[src/sbst_map.vh]
`ifndef SBST_MAP_VH
`define SBST_MAP_VH

// ************************************************************
// Instruction codes
// ************************************************************
`define SBST_IR_W 3
`define SBST_IR_EXTEST 3'h0
`define SBST_IR_IDCODE 3'h1
`define SBST_IR_SAMPLEZ 3'h2
`define SBST_IR_RSV0 3'h3
`define SBST_IR_SAMPLE 3'h4
`define SBST_IR_RSV1 3'h5
`define SBST_IR_RSV2 3'h6
`define SBST_IR_BYPASS 3'h7
`define SBST_IR_RESET `SBST_IR_IDCODE

// ************************************************************
// Data register lengths
// ************************************************************
`define SBST_ID_W 32
`define SBST_BSR_W 129
`define SBST_RING_W 128
`define SBST_BSR_INT 128
`define SBST_TLR_ONES 5

// ************************************************************
// Register map
// ************************************************************
`define SBST_OFS_STATUS 4'h0
`define SBST_OFS_CTRL 4'h4
`define SBST_ST_STATE_LSB 0
`define SBST_ST_IR_LSB 16
`define SBST_ST_EXTEST 19
`define SBST_ST_SAMPLEZ 20
`define SBST_ST_MEMOP 21
`define SBST_CTRL_SOFT_RST 0
`define SBST_CTRL_RESET 32'h00000000

`endif

[src/sbst_tap.v]
`timescale 1ns/1ns
`include "sbst_map.vh"

// How it works
// - Controller is a sixteen-state machine steering the test registers.
// - State moves on each rising test clock edge, chosen by mode select.
// - Power-up reset places the controller in Test-Logic-Reset.
// - Five or more rising edges with mode select high reach Test-Logic-Reset.
// - Serial input is taken only in Shift-IR or Shift-DR.
// - Serial output driven only in Shift-IR or Shift-DR, else released.
// - Shift on rising edge, new serial output from the following falling edge.
// - Three-bit instruction register sits in the serial path during Shift-IR.
// - Instruction loads 001 at reset, in Test-Logic-Reset and Capture-IR.
// - Shifted instruction becomes active only at Update-IR.
// - Codes 000, 010, 100 capture and shift the boundary register.
// - Under code 000 output cells drive data, valid and echo clock pins.
// - Under code 000 new cell values reach pins only at Update-DR.
// - Termination disabled while code 000 or 010 is active.
// - Code 010 forces read data drivers to high impedance.
// - Code 001 captures a fixed identity and shifts the identity register.
// - Code 111 captures 0 into bypass and shifts it.
// - Bypass register is one bit.
// - Identity is 32 bits, bit 0 one, enters at MSB, leaves at LSB.
// - Boundary register 129 bits; internal cell captures 1, gates data drivers under code 000.
// - Memory keeps working except under codes 000 and 010.
module sbst_tap #(
  // Identity value is arbitrary; bit 0 must stay one
  parameter [31:0] ID_VALUE = 32'h1234_5A01
) (
  input wire clk,
  input wire rst_n,
  input wire tck,
  input wire tms,
  input wire tdi,
  output reg tdo_ff,
  output reg tdo_oe_n_ff,
  input wire [`SBST_RING_W-1:0] ring_in,
  input wire [`SBST_RING_W-1:0] func_out,
  output reg [`SBST_RING_W-1:0] ring_out_ff,
  output reg q_oe_n_ff,
  output reg odt_off_ff,
  output reg mem_op_en_ff,
  input wire [3:0] avs_address,
  input wire avs_read,
  input wire avs_write,
  input wire [31:0] avs_writedata,
  output reg [31:0] avs_readdata,
  output reg avs_waitrequest
);

  // ************************************************************
  // Controller states
  // ************************************************************
  localparam [15:0] S_TLR = 16'h0001;
  localparam [15:0] S_RTI = 16'h0002;
  localparam [15:0] S_SEL_DR = 16'h0004;
  localparam [15:0] S_CAP_DR = 16'h0008;
  localparam [15:0] S_SH_DR = 16'h0010;
  localparam [15:0] S_EX1_DR = 16'h0020;
  localparam [15:0] S_PAU_DR = 16'h0040;
  localparam [15:0] S_EX2_DR = 16'h0080;
  localparam [15:0] S_UPD_DR = 16'h0100;
  localparam [15:0] S_SEL_IR = 16'h0200;
  localparam [15:0] S_CAP_IR = 16'h0400;
  localparam [15:0] S_SH_IR = 16'h0800;
  localparam [15:0] S_EX1_IR = 16'h1000;
  localparam [15:0] S_PAU_IR = 16'h2000;
  localparam [15:0] S_EX2_IR = 16'h4000;
  localparam [15:0] S_UPD_IR = 16'h8000;

  // ************************************************************
  // Storage
  // ************************************************************
  reg tck_s1_ff;
  reg tck_s2_ff;
  reg tck_s3_ff;
  reg tms_s1_ff;
  reg tms_s2_ff;
  reg tdi_s1_ff;
  reg tdi_s2_ff;
  reg [`SBST_RING_W-1:0] ring_s1_ff;
  reg [`SBST_RING_W-1:0] ring_s2_ff;
  reg [15:0] state_ff;
  reg [15:0] nxt_state;
  reg [`SBST_IR_W-1:0] ir_shift_ff;
  reg [`SBST_IR_W-1:0] ir_active_ff;
  reg byp_ff;
  reg [`SBST_ID_W-1:0] id_shift_ff;
  reg [`SBST_BSR_W-1:0] bsr_shift_ff;
  reg [`SBST_BSR_W-1:0] bsr_upd_ff;
  reg soft_rst_ff;

  // ************************************************************
  // Test clock edges
  // ************************************************************
  // Third stage holds the previous level, one pulse per pin edge
  wire tck_rise = tck_s2_ff & ~tck_s3_ff;
  wire tck_fall = ~tck_s2_ff & tck_s3_ff;
  // Instruction register and serial drive reset in the controller's reset state or on a bus pulse
  wire tap_reset = (state_ff == S_TLR) | soft_rst_ff;

  // ************************************************************
  // Instruction decode
  // ************************************************************
  wire dec_extest = (ir_active_ff == `SBST_IR_EXTEST);
  wire dec_samplez = (ir_active_ff == `SBST_IR_SAMPLEZ);
  wire dec_sample = (ir_active_ff == `SBST_IR_SAMPLE);
  wire dec_idcode = (ir_active_ff == `SBST_IR_IDCODE);
  wire dec_bsr = dec_extest | dec_samplez | dec_sample;
  // Reserved codes fall through to the one-bit bypass path
  wire dec_byp = ~dec_bsr & ~dec_idcode;

  // ************************************************************
  // Pin synchronisers
  // ************************************************************
  // Pins pass two stages before any logic reads them
  always @(posedge clk or negedge rst_n) begin
    if (!rst_n) begin
      tck_s1_ff <= 1'b0;
      tck_s2_ff <= 1'b0;
      tck_s3_ff <= 1'b0;
      tms_s1_ff <= 1'b1;
      tms_s2_ff <= 1'b1;
      tdi_s1_ff <= 1'b1;
      tdi_s2_ff <= 1'b1;
      ring_s1_ff <= {`SBST_RING_W{1'b0}};
      ring_s2_ff <= {`SBST_RING_W{1'b0}};
    end else begin
      tck_s1_ff <= tck;
      tck_s2_ff <= tck_s1_ff;
      tck_s3_ff <= tck_s2_ff;
      tms_s1_ff <= tms;
      tms_s2_ff <= tms_s1_ff;
      tdi_s1_ff <= tdi;
      tdi_s2_ff <= tdi_s1_ff;
      ring_s1_ff <= ring_in;
      ring_s2_ff <= ring_s1_ff;
    end
  end

  // ************************************************************
  // Controller next state
  // ************************************************************
  // Mode select level picks the next state
  always @* begin
    nxt_state = S_TLR;
    case (state_ff)
      S_TLR: nxt_state = tms_s2_ff ? S_TLR : S_RTI;
      S_RTI: nxt_state = tms_s2_ff ? S_SEL_DR : S_RTI;
      S_SEL_DR: nxt_state = tms_s2_ff ? S_SEL_IR : S_CAP_DR;
      S_CAP_DR: nxt_state = tms_s2_ff ? S_EX1_DR : S_SH_DR;
      S_SH_DR: nxt_state = tms_s2_ff ? S_EX1_DR : S_SH_DR;
      S_EX1_DR: nxt_state = tms_s2_ff ? S_UPD_DR : S_PAU_DR;
      S_PAU_DR: nxt_state = tms_s2_ff ? S_EX2_DR : S_PAU_DR;
      S_EX2_DR: nxt_state = tms_s2_ff ? S_UPD_DR : S_SH_DR;
      S_UPD_DR: nxt_state = tms_s2_ff ? S_SEL_DR : S_RTI;
      S_SEL_IR: nxt_state = tms_s2_ff ? S_TLR : S_CAP_IR;
      S_CAP_IR: nxt_state = tms_s2_ff ? S_EX1_IR : S_SH_IR;
      S_SH_IR: nxt_state = tms_s2_ff ? S_EX1_IR : S_SH_IR;
      S_EX1_IR: nxt_state = tms_s2_ff ? S_UPD_IR : S_PAU_IR;
      S_PAU_IR: nxt_state = tms_s2_ff ? S_EX2_IR : S_PAU_IR;
      S_EX2_IR: nxt_state = tms_s2_ff ? S_UPD_IR : S_SH_IR;
      S_UPD_IR: nxt_state = tms_s2_ff ? S_SEL_DR : S_RTI;
      default: nxt_state = S_TLR;
    endcase
  end

  // ************************************************************
  // Controller state register
  // ************************************************************
  // Bus soft reset overrides any pending test clock edge
  always @(posedge clk or negedge rst_n) begin
    if (!rst_n) begin
      state_ff <= S_TLR;
    end else if (soft_rst_ff) begin
      state_ff <= S_TLR;
    end else if (tck_rise) begin
      state_ff <= nxt_state;
    end
  end

  // ************************************************************
  // Instruction register
  // ************************************************************
  always @(posedge clk or negedge rst_n) begin
    if (!rst_n) begin
      ir_shift_ff <= `SBST_IR_RESET;
      ir_active_ff <= `SBST_IR_RESET;
    end else if (tap_reset) begin
      ir_shift_ff <= `SBST_IR_RESET;
      ir_active_ff <= `SBST_IR_RESET;
    end else if (tck_rise) begin
      // Capture-IR reloads the default code
      if (state_ff == S_CAP_IR) begin
        ir_shift_ff <= `SBST_IR_RESET;
      end else if (state_ff == S_SH_IR) begin
        ir_shift_ff <= {tdi_s2_ff, ir_shift_ff[`SBST_IR_W-1:1]};
      end
    // Active copy takes the shifted code only on the fall inside Update-IR
    end else if (tck_fall && state_ff == S_UPD_IR) begin
      ir_active_ff <= ir_shift_ff;
    end
  end

  // ************************************************************
  // Data registers
  // ************************************************************
  always @(posedge clk or negedge rst_n) begin
    if (!rst_n) begin
      byp_ff <= 1'b0;
      id_shift_ff <= {`SBST_ID_W{1'b0}};
      bsr_shift_ff <= {`SBST_BSR_W{1'b0}};
    // Capture acts on the rise that leaves Capture-DR
    end else if (tck_rise && state_ff == S_CAP_DR) begin
      if (dec_byp) begin
        byp_ff <= 1'b0;
      end
      if (dec_idcode) begin
        id_shift_ff <= {ID_VALUE[`SBST_ID_W-1:1], 1'b1};
      end
      if (dec_bsr) begin
        bsr_shift_ff <= {1'b1, ring_s2_ff};
      end
    // Only the selected register shifts; input enters at the top
    end else if (tck_rise && state_ff == S_SH_DR) begin
      if (dec_byp) begin
        byp_ff <= tdi_s2_ff;
      end
      if (dec_idcode) begin
        id_shift_ff <= {tdi_s2_ff, id_shift_ff[`SBST_ID_W-1:1]};
      end
      if (dec_bsr) begin
        bsr_shift_ff <= {tdi_s2_ff, bsr_shift_ff[`SBST_BSR_W-1:1]};
      end
    end
  end

  // ************************************************************
  // Boundary update latch
  // ************************************************************
  // Update latch keeps pins steady while new cell values shift through
  always @(posedge clk or negedge rst_n) begin
    if (!rst_n) begin
      bsr_upd_ff <= {`SBST_BSR_W{1'b0}};
    end else if (tck_fall && state_ff == S_UPD_DR && dec_bsr) begin
      bsr_upd_ff <= bsr_shift_ff;
    end
  end

  // ************************************************************
  // Serial output
  // ************************************************************
  always @(posedge clk or negedge rst_n) begin
    if (!rst_n) begin
      tdo_ff <= 1'b0;
      tdo_oe_n_ff <= 1'b1;
    end else if (tap_reset) begin
      // Serial out keeps its level so it never moves with the clock high
      tdo_oe_n_ff <= 1'b1;
    end else if (tck_fall) begin
      // Enable follows the state seen at the falling edge
      tdo_oe_n_ff <= ~((state_ff == S_SH_IR) | (state_ff == S_SH_DR));
      if (state_ff == S_SH_IR) begin
        tdo_ff <= ir_shift_ff[0];
      end else if (state_ff == S_SH_DR) begin
        if (dec_bsr) begin
          tdo_ff <= bsr_shift_ff[0];
        end else if (dec_idcode) begin
          tdo_ff <= id_shift_ff[0];
        end else begin
          tdo_ff <= byp_ff;
        end
      end
    end
  end

  // ************************************************************
  // Pin control
  // ************************************************************
  always @(posedge clk or negedge rst_n) begin
    if (!rst_n) begin
      ring_out_ff <= {`SBST_RING_W{1'b0}};
      q_oe_n_ff <= 1'b0;
      odt_off_ff <= 1'b0;
      mem_op_en_ff <= 1'b1;
    end else begin
      // Output cells reach the pins only under the external test code
      if (dec_extest) begin
        ring_out_ff <= bsr_upd_ff[`SBST_RING_W-1:0];
      end else begin
        ring_out_ff <= func_out;
      end
      // Internal cell gates the read data drivers under external test
      if (dec_extest) begin
        q_oe_n_ff <= ~bsr_upd_ff[`SBST_BSR_INT];
      end else begin
        q_oe_n_ff <= dec_samplez;
      end
      // Termination and memory access both stop under 000 and 010
      odt_off_ff <= dec_extest | dec_samplez;
      mem_op_en_ff <= ~(dec_extest | dec_samplez);
    end
  end

  // ************************************************************
  // Avalon-MM slave
  // ************************************************************
  wire avs_req = avs_read | avs_write;
  wire avs_take = avs_req & ~avs_waitrequest;

  // Each access waits one cycle, then completes
  // Soft reset is a single-cycle pulse
  always @(posedge clk or negedge rst_n) begin
    if (!rst_n) begin
      avs_waitrequest <= 1'b1;
      avs_readdata <= 32'h00000000;
      soft_rst_ff <= 1'b0;
    end else begin
      soft_rst_ff <= 1'b0;
      if (avs_take) begin
        avs_waitrequest <= 1'b1;
        if (avs_write && avs_address == `SBST_OFS_CTRL) begin
          soft_rst_ff <= avs_writedata[`SBST_CTRL_SOFT_RST];
        end
      end else if (avs_req) begin
        avs_waitrequest <= 1'b0;
        avs_readdata <= 32'h00000000;
        // Status: one-hot state, active code, mode flags; others read zero
        if (avs_read && avs_address == `SBST_OFS_STATUS) begin
          avs_readdata[`SBST_ST_STATE_LSB+15:`SBST_ST_STATE_LSB] <= state_ff;
          avs_readdata[`SBST_ST_IR_LSB+2:`SBST_ST_IR_LSB] <= ir_active_ff;
          avs_readdata[`SBST_ST_EXTEST] <= dec_extest;
          avs_readdata[`SBST_ST_SAMPLEZ] <= dec_samplez;
          avs_readdata[`SBST_ST_MEMOP] <= mem_op_en_ff;
        end
      end
    end
  end

endmodule // sbst_tap

[config.mk]
export PLATFORM = sky130hd
export DESIGN_NAME = sbst_tap
export DESIGN_NICKNAME = d
export VERILOG_FILES = /design/src/sbst_tap.v
export VERILOG_INCLUDE_DIRS = /design/src
export SDC_FILE = /design/constraint.sdc
export NUM_CORES = 1
export LEC_CHECK = 0
export BUFFER_PORTS_ARGS = -buffer_cell sky130_fd_sc_hd__buf_2
export CELL_PAD_IN_SITES_DETAIL_PLACEMENT = 1
export CELL_PAD_IN_SITES_GLOBAL_PLACEMENT = 1
export CORE_MARGIN = 2
export CORE_UTILIZATION = 50
export CTS_CLUSTER_DIAMETER = 150
export DETAILED_ROUTE_END_ITERATION = 16
export PLACE_DENSITY = 0.81
export SLEW_MARGIN = 25
export SYNTH_ARGS = -nofsm -noshare
export SYNTH_HDL_FRONTEND = slang
export SYNTH_SLANG_ARGS = --single-unit
[constraint.sdc]
create_clock -name clk -period 6.1 [get_ports clk]
set_input_delay 0.61 -clock clk [delete_from_list [all_inputs] [get_ports clk]]
set_output_delay 0.61 -clock clk [all_outputs]
set_load 0.01 [all_outputs]
## After elaboration in Yosys (flattened, before gate mapping)

Index checks and enable logic that the tools add are counted.

- Register bits: 733
- Input bits: 299
- Output and inout port bits: 166

- Eq/ne operators: 27
- Multiplexer cells: 47
- Bitwise operators: 19
- Reductions and logical operators: 27

Operators by type and width:

| cell | number |
|---|---|
| 129-bit 2-to-1 mux | 4 |
| 16-bit one-hot mux with 12 select lines | 1 |
| 128-bit 2-to-1 mux | 1 |
| 32-bit 2-to-1 mux | 4 |
| 16-bit 2-to-1 mux | 4 |
| 3-bit 2-to-1 mux | 8 |
| 22-bit 2-to-1 mux | 1 |
| 9-bit 2-to-1 mux | 2 |
| 16-bit by 1-bit equality test with 1-bit output, second input constant | 1 |
| 16-bit by 10-bit equality test with 1-bit output, second input constant | 1 |
| 16-bit by 11-bit equality test with 1-bit output, second input constant | 1 |
| 16-bit by 12-bit equality test with 1-bit output, second input constant | 1 |
| 16-bit by 13-bit equality test with 1-bit output, second input constant | 1 |
| 16-bit by 14-bit equality test with 1-bit output, second input constant | 1 |
| 16-bit by 15-bit equality test with 1-bit output, second input constant | 1 |
| 16-bit equality test, second input constant | 1 |
| 16-bit by 2-bit equality test with 1-bit output, second input constant | 1 |
| 16-bit by 3-bit equality test with 1-bit output, second input constant | 1 |
| 16-bit by 4-bit equality test with 1-bit output, second input constant | 1 |
| 16-bit by 5-bit equality test with 1-bit output, second input constant | 1 |
| 16-bit by 6-bit equality test with 1-bit output, second input constant | 1 |
| 16-bit by 7-bit equality test with 1-bit output, second input constant | 1 |
| 16-bit by 8-bit equality test with 1-bit output, second input constant | 1 |
| 16-bit by 9-bit equality test with 1-bit output, second input constant | 1 |
| 26 further kinds | 79 |

## Depth between registers and ports, before layout

- Word-level depth: 8
- Gate-level depth with buffers: 9

## Worst setup path before layout

Ideal clock, no wire load.

- Path kind: register -> register
- From: register state_ff[9]
- To: register bsr_shift_ff[48]
- Library setup time: 0.127 ns
- Arrival time: 2.506 ns
- Required time: 5.973 ns
- Path slack: 3.466 ns
- Cell stages (with the launch flop): 10
- Period minus slack after synthesis: 2.634 ns
- Path through: dfrtp_1 buf_4 or4_4 buf_6 nor4_4 a21oi_2 nor3b_4 buf_6 buf_6 mux2_1

- Word-level cells in the longest chain between the ends: 4

Ends and longest elaborated chain:

| what | line | RTL |
|---|---|---|
| from (decl) | sbst_tap.v:83 | `reg [15:0] state_ff;` |
| from (signal assigned) | sbst_tap.v:178 | `state_ff <= nxt_state;` |
| 16-bit by 5-bit equality test with 1-bit output / 16-bit by 4-bit equality test with 1-bit output (equally long branches) | sbst_tap.v:225, sbst_tap.v:214 |  |
| 1-bit logical AND (on tied branches) | sbst_tap.v:225, sbst_tap.v:214 |  |
| 2-bit inequality test (no source line) / 2-bit nonzero test (equally long branches) | -- |  |
| 3-bit AND reduction (no source line) | -- |  |
| to (signal assigned) | sbst_tap.v:212 | `` bsr_shift_ff <= {`SBST_BSR_W{1'b0}}; `` |
| to (signal assigned) | sbst_tap.v:222 | `bsr_shift_ff <= {1'b1, ring_s2_ff};` |
| to (signal assigned) | sbst_tap.v:233 | `` bsr_shift_ff <= {tdi_s2_ff, bsr_shift_ff[`SBST_BSR_W-1:1]}; `` |
| to (decl) | sbst_tap.v:89 | `` reg [`SBST_BSR_W-1:0] bsr_shift_ff; `` |

Parallel ways exist; a longest one is shown, timed or not.
A chain may end at the register's enable or synchronous reset.

## Worst setup path in the final report

- From: register state_ff[3]
- To: register bsr_shift_ff[56]

The elaborated chain is that of the path after synthesis.

==> results.txt <==
The global-route congestion overflow total is 0. The residual antenna-violating net count after detailed routing is 0. STA classifies the critical path startpoint as a register.

The worst voltage drop across the vdd grid came out at 256 uV. The sequential cells in the finished layout cover a total of 0.0184 mm2. The filler cell count in the final layout is 4,820.

The top fanout value on the critical path came out at 65. TritonCTS built the clock tree. The final layout contains routed wiring with a total length of 63.9 mm. Dividing total power by cell area gives a power density of 323 mW/mm2. The starting utilization of the core area came out at 50.4%. The tightest min-delay check is of the primary input to asynchronous set/reset pin type. The post-route worst hold slack came out at 0.0511 ns. The final critical path takes up 58.0% of the cycle. The area fraction of the dominant cell type after synthesis came out at 68.4%. The level count of the clock H-tree is 3. The clock period could shrink to 3.54 ns.

For the worst setup path, the data required time is 6.58 ns. The post-cts hold buffer count came out at 0. The number of global-route vias before repair is 16,689. The overall die height came out at 234 um.

The cell count after placement came out at 2,626. The fraction of final layout cells with drive strength greater than 1 came out at 48.2%. The worst setup path is of the register to register kind. The number of port buffers is 423. The count of nets after finishing is 2,315. The fmax came out at 282 MHz. In the final layout, the multi-input gates occupy 0.00751 mm2. The number of antenna violations at the first check in global routing came out at 16. The filler-free cell count of the finished design is 2,774.

Summed over all failing endpoints, the final setup total negative slack is 0 ns. The mean routed wirelength per cell came out at 23.0 um. The detailed placement HPWL is 39.6 mm. dfrtp_1 is the most common cell in the netlist. The clock transition at the registers of the reported paths came out at 0.06 ns. The first-pass iteration count of the detailed router is 5.

In the synthesized netlist, the number of instances is 1,590. The worst-case headroom to the max-slew limit came out at 23.7%. Ranked by total cell area, the synthesized netlist is headed by dfrtp_1 68%, mux2_2 18%, mux2_1 4.5%, dfstp_2 0.99%, a32o_1 0.91%. The largest net degree at the start of global routing came out at 192. The register bit total from synthesis is 733. Averaged over all synthesized cells, the footprint is 16.6 um2. In this run the post-CTS setup repair buffer count came out at 0. The number of warnings reported in the yosys synthesis log came out at 0. The area of the core region came out at 0.0524 mm2. The synthesized area came out at 0.0264 mm2.

The hold violation total from the final report is 0. The flow ran to the end, and the final reports show no timing, DRC or antenna violations. The per-cell via count in the routed design came out at 5.33. dfrtp_1 takes more of the synthesized area than any other cell.

Setup repair after global routing left no endpoint under its margin. Sequential cells were found to cover 69.4% of the synthesized design area. The width of the die came out at 234 um. Counting distinct cell types in the post-synthesis netlist gives 55.

By count the netlist is led by 723 x dfrtp_1, 418 x mux2_2, 106 x mux2_1, 39 x clkbuf_1, 32 x buf_2. The launching instance or port of the critical path is state_ff[3]. The number of buffers between clock root and the deepest sink is 3.

The area added between synthesis and finish came out at 19.6%. The global routing usage summed across all routing layers is 23.3%. STA puts the critical path data arrival time at 4.02 ns.

The count of pins on the block boundary came out at 465. The iteration-0 DRC count of the detailed router came out at 710. The root cell of the clock tree is clkbuf_16. The standby leakage power is 15.7 nW.

The number of vias after detailed routing is 14,779. The DRC violation count after routing came out at 0. Once layout is complete, the utilization of the core stands at 60.3%. In this run the critical register-to-register path is launched from state_ff[3].

In this run, synthesis inferred 0 flip-flops with an integrated enable. The number of max-cap violations came out at 0. The number of clock buffers added by TritonCTS is 74. The dominant register cell in the synthesized netlist is dfrtp_1. The final count of pins violating max slew is 0. The proportion of synthesized flip-flops having asynchronous set or reset is 100%. The number of core rows is 84. The total of cells resized after clock tree synthesis is 0.

The clock reaches the later pin of the worst-skew pair after 0.62 ns. The area of the die came out at 0.0547 mm2. The transition time at the pin with the least slew margin came out at 1.13 ns. The worst setup path is captured at a register. The clock sink total came out at 733. The weighted congestion at the end of routability-driven global placement came out at 0.837.

The number of endpoints failing setup at the final stage came out at 0. The wire length of the first global-routing pass came out at 97.5 mm. The clock arrives with 0.0325 ns of skew.
## layout make-up
| type | instances | share of cell area, % |
|---|---|---|
| antenna | 13 | 0.103 |
| multi-input combinational | 757 | 23.8 |
| timing repair buffer | 443 | 7.49 |
| tap | 688 | 2.72 |
| inverter | 7 | 0.0831 |
| clock inverter | 16 | 0.688 |
| clock buffer | 117 | 7.13 |
| sequential | 733 | 58.0 |
## cells by family after synthesis
| family | after synthesis | synth area share [%] |
|---|---|---|
| xor gates and xnor gates | 9 | 0.298 |
| other | 1 | 0.0142 |
| buffers and inverters | 109 | 2.38 |
| adders and majority gates | 1 | 0.0379 |
| muxes | 528 | 22.5 |
| AOI/OAI and AO/OA | 89 | 2.66 |
| DFF | 733 | 69.4 |
| and+or+nand+nor | 120 | 2.72 |
## stage by stage
step	setup WS, ns	area [um2]	power [mW]
2_1_floorplan	3.47	26500	5.41
3_3_place_gp	2.71	29100	5.69
3_5_place_dp	2.56	29100	5.72
4_1_cts	2.54	31500	10.3
5_1_grt	2.32	31600	10.6
6_report	2.56	31600	10.2
## report_power, final
part,total [mW],internal (mW),switching (mW)
logic,0.544,0.219,0.325
registers,5.10,5.02,0.0817
clock network,4.58,2.71,1.87
total,10.2,7.95,2.28
## critical path, stage by stage (launching register included)
cell,delay (ns)
dfrtp_1,0.56
or4_1,0.69
nor4_4,0.49
a21oi_2,0.17
nor3b_4,0.23
buf_4,0.75
mux2_1,0.41
## final timing paths
| path | cells past startpoint | to | slack, ns |
|---|---|---|---|
| max | 6 | bsr_shift_ff[56] | 2.56 |
| min reg2reg | 0 | ring_s2_ff[98] | 0.33 |
| max in group asynchronous | 3 | ring_s2_ff[115] | 4.52 |
| min in group clk | 1 | ring_s1_ff[60] | 0.09 |
| min | 1 | ring_out_ff[84] | 0.05 |
| max reg2reg | 6 | bsr_shift_ff[56] | 2.56 |
## flip-flops by register name (all words and copies together) (netlist names), 3 cells and up
| register | cells |
|---|---|
| bsr_shift_ff | 129 |
| ring_s1_ff | 128 |
| avs_readdata | 22 |
| bsr_upd_ff | 129 |
| id_shift_ff | 32 |
| ring_s2_ff | 128 |
| ir_active_ff | 3 |
| state_ff | 16 |
| ir_shift_ff | 3 |
| ring_out_ff | 128 |
## layout by cell type (no fill, tap or decap), types with 8 or more instances in the layout
cell type    n
nand3_1      8
buf_2      422
mux2_2     418
dfrtp_1    723
o21ai_0     16
clkbuf_1    20
diode_2     13
nor4_1      11
nand2_1     20
a32o_1      24
clkbuf_16   75
nand2b_1    18
dfstp_2     10
conb_1      10
mux2_1     106
buf_4       14
nor2_1      20
clkbuf_8    22
a21oi_1      9
a22o_1      23
## layer usage
layer | track usage [%] | vias up | share of wire [%]
met5 | 0 | - | 0.16
met4 | 8.47 | 16 | 2.8
met3 | 4.89 | 127 | 5.1
met2 | 40.9 | 423 | 52
met1 | 28.5 | 7760 | 39
li1 | - | 6453 | -
No activity file was read; power rests on OpenSTA's default activity.
